`src/hdl/sdp_pkg.sv`:
```
// constants for the synthesizer divider and phase lock logic
// assumes one 200 MHz clock and pin levels coded as sdp level codes

package sdp_pkg;

  // four-level pin codes, as delivered by the pad comparators
  localparam logic [1:0] LVL_GND = 2'h0;
  localparam logic [1:0] LVL_OPEN = 2'h1;
  localparam logic [1:0] LVL_VCC = 2'h2;
  localparam logic [1:0] LVL_HALF = 2'h3;

  localparam int CLK_MHZ = 200;
  localparam int LO_FACTOR = 2464;
  localparam int REF_W = 7;
  localparam int LO_W = 12;
  localparam int CMP_KHZ = 512;
  localparam int VCO_KHZ = 1261568;
  localparam int PHASE_WIN_NS = 250;
  // below the window counts, so round down
  localparam int PHASE_WIN_CYC = PHASE_WIN_NS * CLK_MHZ / 1000;
  localparam int LOCK_COUNT = 7;
  localparam int ERR_W = 8;

  // register byte offsets
  localparam logic [7:0] OFS_CTRL = 8'h00;
  localparam logic [7:0] OFS_STATE = 8'h04;
  localparam logic [7:0] OFS_IRQ_STAT = 8'h08;
  localparam logic [7:0] OFS_IRQ_MASK = 8'h0c;
  localparam logic [7:0] OFS_PHASE_ERR = 8'h10;

  localparam logic [1:0] CTRL_RESET = 2'h3;
  localparam logic [1:0] MASK_RESET = 2'h0;
  localparam logic [1:0] RESP_OKAY = 2'h0;
  localparam logic [1:0] RESP_SLVERR = 2'h2;

  // charge-pump current codes
  localparam logic [1:0] CP_OFF = 2'h0;
  localparam logic [1:0] CP_200UA = 2'h1;
  localparam logic [1:0] CP_300UA = 2'h2;

  function automatic logic [REF_W-1:0] sdp_ref_factor(
    input logic [1:0] a,
    input logic [1:0] b
  );
    logic [REF_W-1:0] f;
    f = 7'd64;
    case ({a, b})
      {LVL_GND, LVL_OPEN}: f = 7'd36;
      {LVL_GND, LVL_VCC}: f = 7'd33;
      {LVL_GND, LVL_GND}: f = 7'd48;
      {LVL_OPEN, LVL_OPEN}: f = 7'd65;
      {LVL_OPEN, LVL_VCC}: f = 7'd63;
      {LVL_OPEN, LVL_GND}: f = 7'd64;
      {LVL_VCC, LVL_OPEN}: f = 7'd35;
      {LVL_VCC, LVL_VCC}: f = 7'd32;
      {LVL_VCC, LVL_GND}: f = 7'd49;
      default: f = 7'd64;
    endcase
    return f;
  endfunction

endpackage

```
`src/hdl/sdp_divider.sv`:
```
// programmable edge-count divider with a factor latched at wrap
// assumes in_tick is a one-cycle pulse per input period, same clock

`timescale 1ns/1ps

module sdp_divider #(
  parameter int W = 7
) (
  input wire logic aclk,
  input wire logic aresetn,
  input wire logic in_tick,
  input wire logic [W-1:0] factor,
  output logic out_tick,
  output logic out_level
);

  logic [W-1:0] cnt_q;
  logic [W-1:0] fac_q;
  logic wrap;

  assign wrap = in_tick && (cnt_q >= fac_q - W'(1));

  always_ff @(posedge aclk) begin
    if (!aresetn) begin
      cnt_q <= '0;
      fac_q <= '1;
    end else if (in_tick) begin
      if (wrap) begin
        cnt_q <= '0;
        fac_q <= factor;
      end else begin
        cnt_q <= cnt_q + W'(1);
      end
    end
  end

  always_ff @(posedge aclk) begin
    if (!aresetn) begin
      out_tick <= 1'b0;
      out_level <= 1'b0;
    end else begin
      out_tick <= wrap;
      out_level <= (cnt_q < (fac_q >> 1));
    end
  end

endmodule

```
`src/hdl/sdp_synth.sv`:
```
// synthesizer dividers, tri-state phase detector, lock detector,
// test multiplexer and an axi4-lite register slave
// assumes ref_osc_input and lo_osc_input are synchronous to aclk

`timescale 1ns/1ps

// How it works
// - oscillator divided by fixed 2464
// - nine reference factors from two straps
// - strap pair decodes to fixed factor table
// - loop drives vco to 2464 times ratio
// - standard setting compares at 512 kHz
// - locked vco 1261.568 MHz, divider 512 kHz
// - tri-state detector sources, sinks or idles
// - low 200 uA, high 300 uA, lock valid
// - half-supply control turns pump off
// - open control grounds amp and pump
// - lock after seven comparisons under 250 ns
// - lock releases open-collector indicator high
// - half or open control disables lock detect
// - open control monitors reference divider
// - half monitors oscillator divider, else nothing
module sdp_synth
  import sdp_pkg::*;
#(
  parameter int LO_DIV = LO_FACTOR,
  parameter int LOCK_N = LOCK_COUNT,
  parameter int WIN_CYC = PHASE_WIN_CYC
) (
  input wire logic aclk,
  input wire logic aresetn,
  input wire logic ref_osc_input,
  input wire logic lo_osc_input,
  input wire logic [1:0] ref_div_select_a,
  input wire logic [1:0] ref_div_select_b,
  input wire logic [1:0] synth_control_select,
  output logic charge_pump_source,
  output logic charge_pump_sink,
  output logic [1:0] charge_pump_current,
  output logic charge_pump_out_ground,
  output logic loop_amp_input_ground,
  input wire logic lock_indicator_in,
  output logic lock_indicator_out,
  output logic lock_indicator_oe,
  output logic test_monitor_out,
  output logic irq,
  input wire logic [7:0] s_axi_awaddr,
  input wire logic s_axi_awvalid,
  output logic s_axi_awready,
  input wire logic [31:0] s_axi_wdata,
  input wire logic [3:0] s_axi_wstrb,
  input wire logic s_axi_wvalid,
  output logic s_axi_wready,
  output logic [1:0] s_axi_bresp,
  output logic s_axi_bvalid,
  input wire logic s_axi_bready,
  input wire logic [7:0] s_axi_araddr,
  input wire logic s_axi_arvalid,
  output logic s_axi_arready,
  output logic [31:0] s_axi_rdata,
  output logic [1:0] s_axi_rresp,
  output logic s_axi_rvalid,
  input wire logic s_axi_rready
);

  // counters are sized for these ranges; refuse anything wider
  generate
    if (LO_DIV < 2 || LO_DIV > 4095 || LOCK_N < 1 || LOCK_N > 15 ||
        WIN_CYC < 1 || WIN_CYC > 254) begin : g_bad_param
      $error("sdp_synth: parameter out of range");
    end
  endgenerate
  // input edge detection
  logic ref_prev_q, lo_prev_q;
  logic ref_in_tick, lo_in_tick;
  always_ff @(posedge aclk) begin
    if (!aresetn) begin
      ref_prev_q <= 1'b0;
      lo_prev_q <= 1'b0;
    end else begin
      ref_prev_q <= ref_osc_input;
      lo_prev_q <= lo_osc_input;
    end
  end

  assign ref_in_tick = ref_osc_input && !ref_prev_q;
  assign lo_in_tick = lo_osc_input && !lo_prev_q;
  // dividers; factor is picked up only at wrap
  logic [REF_W-1:0] ref_factor;
  logic ref_tick, ref_level, lo_tick, lo_level;
  // straps may be stepped to n+1 to move spurs
  assign ref_factor = sdp_ref_factor(ref_div_select_a,
                                     ref_div_select_b);

  sdp_divider #(
    .W(REF_W)
  ) u_ref_div (
    .aclk(aclk),
    .aresetn(aresetn),
    .in_tick(ref_in_tick),
    .factor(ref_factor),
    .out_tick(ref_tick),
    .out_level(ref_level)
  );

  sdp_divider #(
    .W(LO_W)
  ) u_lo_div (
    .aclk(aclk),
    .aresetn(aresetn),
    .in_tick(lo_in_tick),
    .factor(LO_W'(LO_DIV)),
    .out_tick(lo_tick),
    .out_level(lo_level)
  );

  // control pin decode
  logic ctl_pump_on, ctl_open, ctl_lock_on;
  logic ctrl_pump_en_q, ctrl_lock_en_q;
  assign ctl_open = (synth_control_select == LVL_OPEN);
  assign ctl_pump_on = ((synth_control_select == LVL_GND) ||
                        (synth_control_select == LVL_VCC))
                       && ctrl_pump_en_q;
  assign ctl_lock_on = ((synth_control_select == LVL_GND) ||
                        (synth_control_select == LVL_VCC))
                       && ctrl_lock_en_q;
  // tri-state phase detector
  logic up_q, dn_q, up_n, dn_n, cmp_done;
  logic [ERR_W-1:0] err_q, last_err_q;
  assign up_n = up_q || ref_tick;
  assign dn_n = dn_q || lo_tick;
  assign cmp_done = up_n && dn_n;

  // reference leading pumps up, oscillator leading pumps down
  always_ff @(posedge aclk) begin
    if (!aresetn) begin
      up_q <= 1'b0;
      dn_q <= 1'b0;
    end else begin
      up_q <= up_n && !dn_n;
      dn_q <= dn_n && !up_n;
    end
  end

  // cycles between the two edges, saturating
  always_ff @(posedge aclk) begin
    if (!aresetn) begin
      err_q <= '0;
      last_err_q <= '0;
    end else if (cmp_done) begin
      err_q <= '0;
      last_err_q <= err_q;
    end else if (up_n || dn_n) begin
      if (err_q != '1) begin
        err_q <= err_q + ERR_W'(1);
      end
    end
  end
  // charge pump and loop filter controls
  always_ff @(posedge aclk) begin
    if (!aresetn) begin
      charge_pump_source <= 1'b0;
      charge_pump_sink <= 1'b0;
      charge_pump_current <= CP_OFF;
      charge_pump_out_ground <= 1'b0;
      loop_amp_input_ground <= 1'b0;
    end else begin
      charge_pump_source <= ctl_pump_on && up_n && !dn_n;
      charge_pump_sink <= ctl_pump_on && dn_n && !up_n;
      if (!ctl_pump_on) begin
        charge_pump_current <= CP_OFF;
      end else if (synth_control_select == LVL_VCC) begin
        charge_pump_current <= CP_300UA;
      end else begin
        charge_pump_current <= CP_200UA;
      end
      charge_pump_out_ground <= ctl_open;
      loop_amp_input_ground <= ctl_open;
    end
  end

  // lock detector
  logic [3:0] good_q;
  logic lock_q, cmp_good;
  assign cmp_good = (err_q < ERR_W'(WIN_CYC));
  always_ff @(posedge aclk) begin
    if (!aresetn) begin
      good_q <= '0;
      lock_q <= 1'b0;
    end else if (!ctl_lock_on) begin
      good_q <= '0;
      lock_q <= 1'b0;
    end else if (cmp_done) begin
      if (!cmp_good) begin
        good_q <= '0;
        lock_q <= 1'b0;
      end else if (good_q >= 4'(LOCK_N - 1)) begin
        good_q <= 4'(LOCK_N);
        lock_q <= 1'b1;
      end else begin
        good_q <= good_q + 4'd1;
      end
    end
  end

  // open collector: pulls low while unlocked, released when locked;
  // while disabled it pulls low, a fixed answer for an undefined pin
  always_ff @(posedge aclk) begin
    if (!aresetn) begin
      lock_indicator_out <= 1'b0;
      lock_indicator_oe <= 1'b1;
    end else begin
      lock_indicator_out <= 1'b0;
      lock_indicator_oe <= !lock_q;
    end
  end
  // test monitor
  always_ff @(posedge aclk) begin
    if (!aresetn) begin
      test_monitor_out <= 1'b0;
    end else begin
      case (synth_control_select)
        LVL_OPEN: test_monitor_out <= ref_level;
        LVL_HALF: test_monitor_out <= lo_level;
        default: test_monitor_out <= 1'b0;
      endcase
    end
  end

  // interrupt events: bit 0 lock gained, bit 1 lock lost
  logic lock_prev_q, wr_fire;
  logic [1:0] irq_ev, irq_stat_q, irq_mask_q, w1c;
  logic [7:0] wr_addr_q;
  logic [31:0] wr_data_q;
  logic [3:0] wr_strb_q;
  always_ff @(posedge aclk) begin
    if (!aresetn) begin
      lock_prev_q <= 1'b0;
    end else begin
      lock_prev_q <= lock_q;
    end
  end

  assign irq_ev = {lock_prev_q && !lock_q, lock_q && !lock_prev_q};
  assign w1c = (wr_fire && wr_addr_q == OFS_IRQ_STAT && wr_strb_q[0])
               ? wr_data_q[1:0] : 2'h0;

  // a new event beats a clear in the same cycle
  always_ff @(posedge aclk) begin
    if (!aresetn) begin
      irq_stat_q <= '0;
    end else begin
      irq_stat_q <= (irq_stat_q & ~w1c) | irq_ev;
    end
  end

  always_ff @(posedge aclk) begin
    if (!aresetn) begin
      irq <= 1'b0;
    end else begin
      irq <= |(irq_stat_q & irq_mask_q);
    end
  end

  // axi4-lite write channel
  logic aw_got_q, w_got_q;
  assign wr_fire = aw_got_q && w_got_q && !s_axi_bvalid;

  always_ff @(posedge aclk) begin
    if (!aresetn) begin
      aw_got_q <= 1'b0;
      w_got_q <= 1'b0;
      s_axi_awready <= 1'b1;
      s_axi_wready <= 1'b1;
      s_axi_bvalid <= 1'b0;
      s_axi_bresp <= RESP_OKAY;
      wr_addr_q <= '0;
      wr_data_q <= '0;
      wr_strb_q <= '0;
    end else begin
      if (s_axi_awvalid && s_axi_awready) begin
        aw_got_q <= 1'b1;
        s_axi_awready <= 1'b0;
        wr_addr_q <= s_axi_awaddr;
      end
      if (s_axi_wvalid && s_axi_wready) begin
        w_got_q <= 1'b1;
        s_axi_wready <= 1'b0;
        wr_data_q <= s_axi_wdata;
        wr_strb_q <= s_axi_wstrb;
      end
      if (wr_fire) begin
        aw_got_q <= 1'b0;
        w_got_q <= 1'b0;
        s_axi_bvalid <= 1'b1;
        case (wr_addr_q)
          OFS_CTRL, OFS_IRQ_STAT, OFS_IRQ_MASK:
            s_axi_bresp <= RESP_OKAY;
          default: s_axi_bresp <= RESP_SLVERR;
        endcase
      end
      if (s_axi_bvalid && s_axi_bready) begin
        s_axi_bvalid <= 1'b0;
        s_axi_awready <= 1'b1;
        s_axi_wready <= 1'b1;
      end
    end
  end

  // writable registers
  always_ff @(posedge aclk) begin
    if (!aresetn) begin
      ctrl_pump_en_q <= CTRL_RESET[0];
      ctrl_lock_en_q <= CTRL_RESET[1];
      irq_mask_q <= MASK_RESET;
    end else if (wr_fire && wr_strb_q[0]) begin
      if (wr_addr_q == OFS_CTRL) begin
        ctrl_pump_en_q <= wr_data_q[0];
        ctrl_lock_en_q <= wr_data_q[1];
      end
      if (wr_addr_q == OFS_IRQ_MASK) begin
        irq_mask_q <= wr_data_q[1:0];
      end
    end
  end

  // axi4-lite read channel, answer one cycle after address
  logic [31:0] rd_mux;
  logic rd_ok;
  always_comb begin
    rd_mux = 32'h0000_0000;
    rd_ok = 1'b1;
    case (s_axi_araddr)
      OFS_CTRL: rd_mux = {30'h0, ctrl_lock_en_q, ctrl_pump_en_q};
      OFS_STATE: rd_mux = {9'h0, ref_factor,
                           4'h0, good_q,
                           2'h0, synth_control_select,
                           2'h0, lock_indicator_in, lock_q};
      OFS_IRQ_STAT: rd_mux = {30'h0, irq_stat_q};
      OFS_IRQ_MASK: rd_mux = {30'h0, irq_mask_q};
      OFS_PHASE_ERR: rd_mux = {24'h0, last_err_q};
      default: rd_ok = 1'b0;
    endcase
  end

  always_ff @(posedge aclk) begin
    if (!aresetn) begin
      s_axi_arready <= 1'b1;
      s_axi_rvalid <= 1'b0;
      s_axi_rdata <= '0;
      s_axi_rresp <= RESP_OKAY;
    end else begin
      if (s_axi_arvalid && s_axi_arready) begin
        s_axi_arready <= 1'b0;
        s_axi_rvalid <= 1'b1;
        s_axi_rdata <= rd_mux;
        s_axi_rresp <= rd_ok ? RESP_OKAY : RESP_SLVERR;
      end else if (s_axi_rvalid && s_axi_rready) begin
        s_axi_rvalid <= 1'b0;
        s_axi_arready <= 1'b1;
      end
    end
  end
endmodule

```
`config.mk`:
```
export PLATFORM = sky130hd
export DESIGN_NAME = sdp_synth
export DESIGN_NICKNAME = d
export VERILOG_FILES = /design/src/hdl/sdp_pkg.sv /design/src/hdl/sdp_divider.sv /design/src/hdl/sdp_synth.sv
export SDC_FILE = /design/constraint.sdc
export NUM_CORES = 1
export LEC_CHECK = 0
export BUFFER_PORTS_ARGS = -buffer_cell sky130_fd_sc_hd__buf_2
export CORE_MARGIN = 3
export CORE_UTILIZATION = 45
export DETAILED_ROUTE_END_ITERATION = 6
export PLACE_DENSITY = 0.75
export SETUP_SLACK_MARGIN = 0.15
export SYNTH_ARGS = -nofsm -noshare
export SYNTH_HDL_FRONTEND = slang
export SYNTH_HIERARCHICAL = 1
export SYNTH_SLANG_ARGS = --single-unit
```
`constraint.sdc`:
```
create_clock -name aclk -period 5.2 [get_ports aclk]
set_clock_uncertainty 0.1 [all_clocks]
set_input_delay 0.52 -clock aclk [delete_from_list [all_inputs] [get_ports aclk]]
set_output_delay 0.52 -clock aclk [all_outputs]
set_load 0.02 [all_outputs]
```
==> out/results.md <==
| Result | Reported |
| --- | --- |
| Result of the run | complete, no violations |
| Drt pass-1 iters | 4 |
| Vias | 4956 |
| Average cell area after synthesis | 8.86 µm² |
| Data arrival time of the worst path | 3260 ps |
| Vertical die dimension | 124 µm |
| Diodes inserted | 0 |
| Drt via density | 5.10 |
| Async set-or-reset flop fraction in the synthesized netlist | 0% |
| Met2 wire length | 5640 µm |
| Share of the synthesized area in the top cell type | 38.6% |
| RSZ-0062 raised after global routing | false |
| Count of routing violations after the opening detailed-route iteration | 212 |
| Number of core rows | 42 |
| Post-synth top area cell | dfxtp_1 |
| Final instance area | 7280 µm² |
| Yosys reg bits | 121 |
| Total routed wire length on the met1 layer | 6070 µm |
| Clock sink count | 121 |
| Number of maximum-capacitance violations | 0 |
| Top routing layer in use | met4 |
| Largest fanout of any net on the critical path | 30 |
| Period minus WS final | 3090 ps |
| Number of antenna violations at the first check in global routing | 0 |
| Synthesized instance count | 708 |
| Post-CTS setup buffer count | 0 |
| Proportion of layout cells with a drive suffix above 1 | 15.6% |
| Beginning of the worst register-to-register path | u_lo_div/fac_q[2] |
| Routed len/inst | 12.7 µm |
| Total Wirelength | 12400 µm |
| Num ports | 119 |
| Final setup violation count | 0 |
| Startpoint class of the critical path | register |
| Layout overhead on the synthesized area | 15.9% |
| Area post-placement | 6670 µm² |
| Sequence of cells on the critical path | nor4_1 -> nand2_1 -> nor4_1 -> xnor2_1 -> ha_1 -> a21oi_1 -> and2b_1 -> o21ai_0 -> o311a_4 -> o21a_1 -> o21ai_1 |
| GP Congestion | 0.794 |
| Worst-Skew Late Latency | 410 ps |
| Crit Path Class | reg2reg |
| Fill cells | 1221 |
| Antenna-violating nets left | 0 |
| First-pass GRT wire length | 20900 µm |
| Worst min path class | in2reg |
| Crit end category | register |
| Final cycle utilization of the critical path | 59.5% |
| CP startpoint | u_lo_div/fac_q[2] |
| VDD IR-drop max | 230 µV |
| Area of the multi-input gates | 3550 µm² |
| GRT Resource Usage Total | 16.7% |
| Worst relative slew slack | 34.9% |
| Count of nets after finishing | 895 |
| Cell seen most often among critical-path stages | nor4_1 |
| Clock input transition at the sequential cells of the worst setup and hold paths | 60 ps |
| Required arrival time at the worst endpoint | 5360 ps |
| Vias in the first global route | 4656 |
| Slew of the pin with the lowest slew margin | 974 ps |
| Register area | 2420 µm² |
| Power density over cell area | 311 nW/µm² |
| HPWL Detailed | 8730 µm |
| DRC violations left | 0 |
| Proportion of synthesized chip area in sequential cells | 38.6% |
| CTS Root Buffer Type | clkbuf_16 |
| Critical R2R Capture | u_lo_div/fac_q[6] |
| Max Fclk | 0.323 GHz |
| Die width | 124 µm |
| Aggregate negative setup slack | 0 ps |
| Post-synth design cell area | 6280 µm² |
| Count of different cell masters after synthesis | 70 |
| Remaining global-route overflow | 0 |
| CTS Buf Count | 17 |
| Worst Reg-to-Reg Cells | 11 |
| H-tree depth | 4 |
| Full die area | 15400 µm² |
| YS warnings | 6 |
| CTS Buffer Depth | 2 |
| Worst setup path end | u_lo_div/fac_q[6] |
| Share of the core filled with cells | 54.1% |
| Worst setup slack for register-to-register paths | 2110 ps |
| Hold Violations, Final | 0 |
| PortBufs | 69 |
| Post-synth EDFFs | 0 |
| Top FF cell, synth | dfxtp_1 |
| Initial Util | 46.7% |
| Met3 wire length | 481 µm |
| Max incr delay on CP | 470 ps |
| Fin. max-slew vios | 0 |
| CTS tree | built |
| Placeable Area | 13500 µm² |
| Leading cell types by total area after synthesis | dfxtp_1 39%, ha_1 9.0%, nand2_1 4.8% |
| Hold bufs inserted after CTS | 0 |
| Cell type of the slowest stage on the worst timing path | o311a_4 |
| Lkg Pwr | 3.32 nW |
| Number of instances resized during post-cts repair | 0 |
| Maximum number of pins on one net before global-route repair | 57 |
worst max-delay path: cells and delay by family (launching register included):
kind,cells,cell delay [ps]
xor gates and xnor gates,1,160
and+or+nand+nor,4,1080
DFF,1,350
adders and majority gates,1,260
AOI/OAI and AO/OA,5,1000
report_power, final:
part | total, mW | switching (mW) | internal, mW
Sequential | 0.959 | 0.0155 | 0.944
Combinational | 0.127 | 0.0823 | 0.0446
Clock | 1.17 | 0.424 | 0.750
Total | 2.26 | 0.522 | 1.74
state kept, by name, indices dropped and copies added (netlist names), 2 cells and up:
register and flops:
s_axi_rdata 19, u_lo_div/cnt_q 12, u_lo_div/fac_q 12, err_q 8
last_err_q 8, wr_addr_q 8, u_ref_div/cnt_q 7, u_ref_div/fac_q 7
good_q 4, charge_pump_current 2, irq_mask_q 2, irq_stat_q 2
wr_data_q 2
routing by layer:
metal  track usage (%)  up-vias
li1                  -     2595
met1              21.1     2267
met2              28.0       82
met3              3.77       12
met4              6.23        0
met5                 0        -
cell usage in the layout, fill, tap and decap left out, types with 4 or more instances in the layout:
| cell | instances |
|---|---|
| conb_1 | 28 |
| o21ai_0 | 27 |
| xnor2_1 | 20 |
| nor2_1 | 51 |
| nor3_1 | 21 |
| nand3_1 | 25 |
| clkbuf_16 | 17 |
| ha_1 | 45 |
| inv_1 | 34 |
| and3_1 | 6 |
| a22o_1 | 9 |
| nand4_1 | 12 |
| o21ai_1 | 18 |
| xor2_1 | 10 |
| nor3b_1 | 4 |
| nand2b_1 | 9 |
| a21oi_1 | 16 |
| dfxtp_1 | 121 |
| o21a_1 | 15 |
| nor4_1 | 4 |
| a22oi_1 | 5 |
| mux2i_1 | 12 |
| nand2_1 | 81 |
| buf_2 | 69 |
| nand3b_1 | 4 |
| a31oi_1 | 5 |
| a21boi_0 | 25 |
| nor2b_1 | 15 |
| a21o_1 | 15 |
cell type report:
type                    count  share of cell area (%)
clock buffers              21                    6.47
clock inverters            11                    1.86
inverters                  34                    1.75
multi-input cells         538                    48.8
flip-flops and latches    121                    33.3
well taps                 176                    3.03
repair buffers             70                    4.85
cells by family after synthesis:
group / share of synthesized area (%)
adders and majority gates: 8.97
AOI/OAI and AO/OA: 18.6
buffers and inverters: 6.44
muxes: 2.27
DFF: 38.6
other: 0.120
xor gates and xnor gates: 4.19
and+or+nand+nor: 20.8
per-stage QoR:
stage / power (mW) / setup WS, ps / hold WS (ps) / std cells
detailed placement: 1.11 / 2080 / 356 / 939
floorplan: 1.07 / 2500 / 337 / 734
global placement: 1.10 / 2150 / 351 / 939
global route: 2.35 / 1800 / 221 / 971
CTS: 2.29 / 2080 / 210 / 971
finish: 2.26 / 2110 / 224 / 971
worst min-delay path by stage:
stage,cells after the start,end,start
after floorplan,2,test_monitor_out,u_ref_div/out_level
final,2,ref_prev_q,ref_osc_input
after global placement,2,s_axi_rdata[19],s_axi_rdata[19]
after CTS,2,ref_prev_q,ref_osc_input
after detailed placement,2,s_axi_rdata[4],s_axi_rdata[4]
after global routing,2,ref_prev_q,ref_osc_input
Yosys cell counts (3+ instances only):
master	instances
a21boi_0	25
a21boi_1	3
a21o_1	15
a21oi_1	16
a22o_1	9
a22oi_1	5
a31oi_1	5
and2_1	3
and3_1	6
buf_4	19
buf_6	4
clkbuf_1	15
dfxtp_1	121
ha_1	45
inv_1	34
mux2i_1	12
nand2_1	81
nand2b_1	9
nand3_1	25
nand3b_1	4
nand4_1	12
nor2_1	51
nor2b_1	15
nor3_1	21
nor3b_1	4
nor4_1	4
o21a_1	15
o21ai_0	27
o21ai_1	18
o31ai_1	3
xnor2_1	20
xor2_1	10
(Power assumes the default switching activity.)
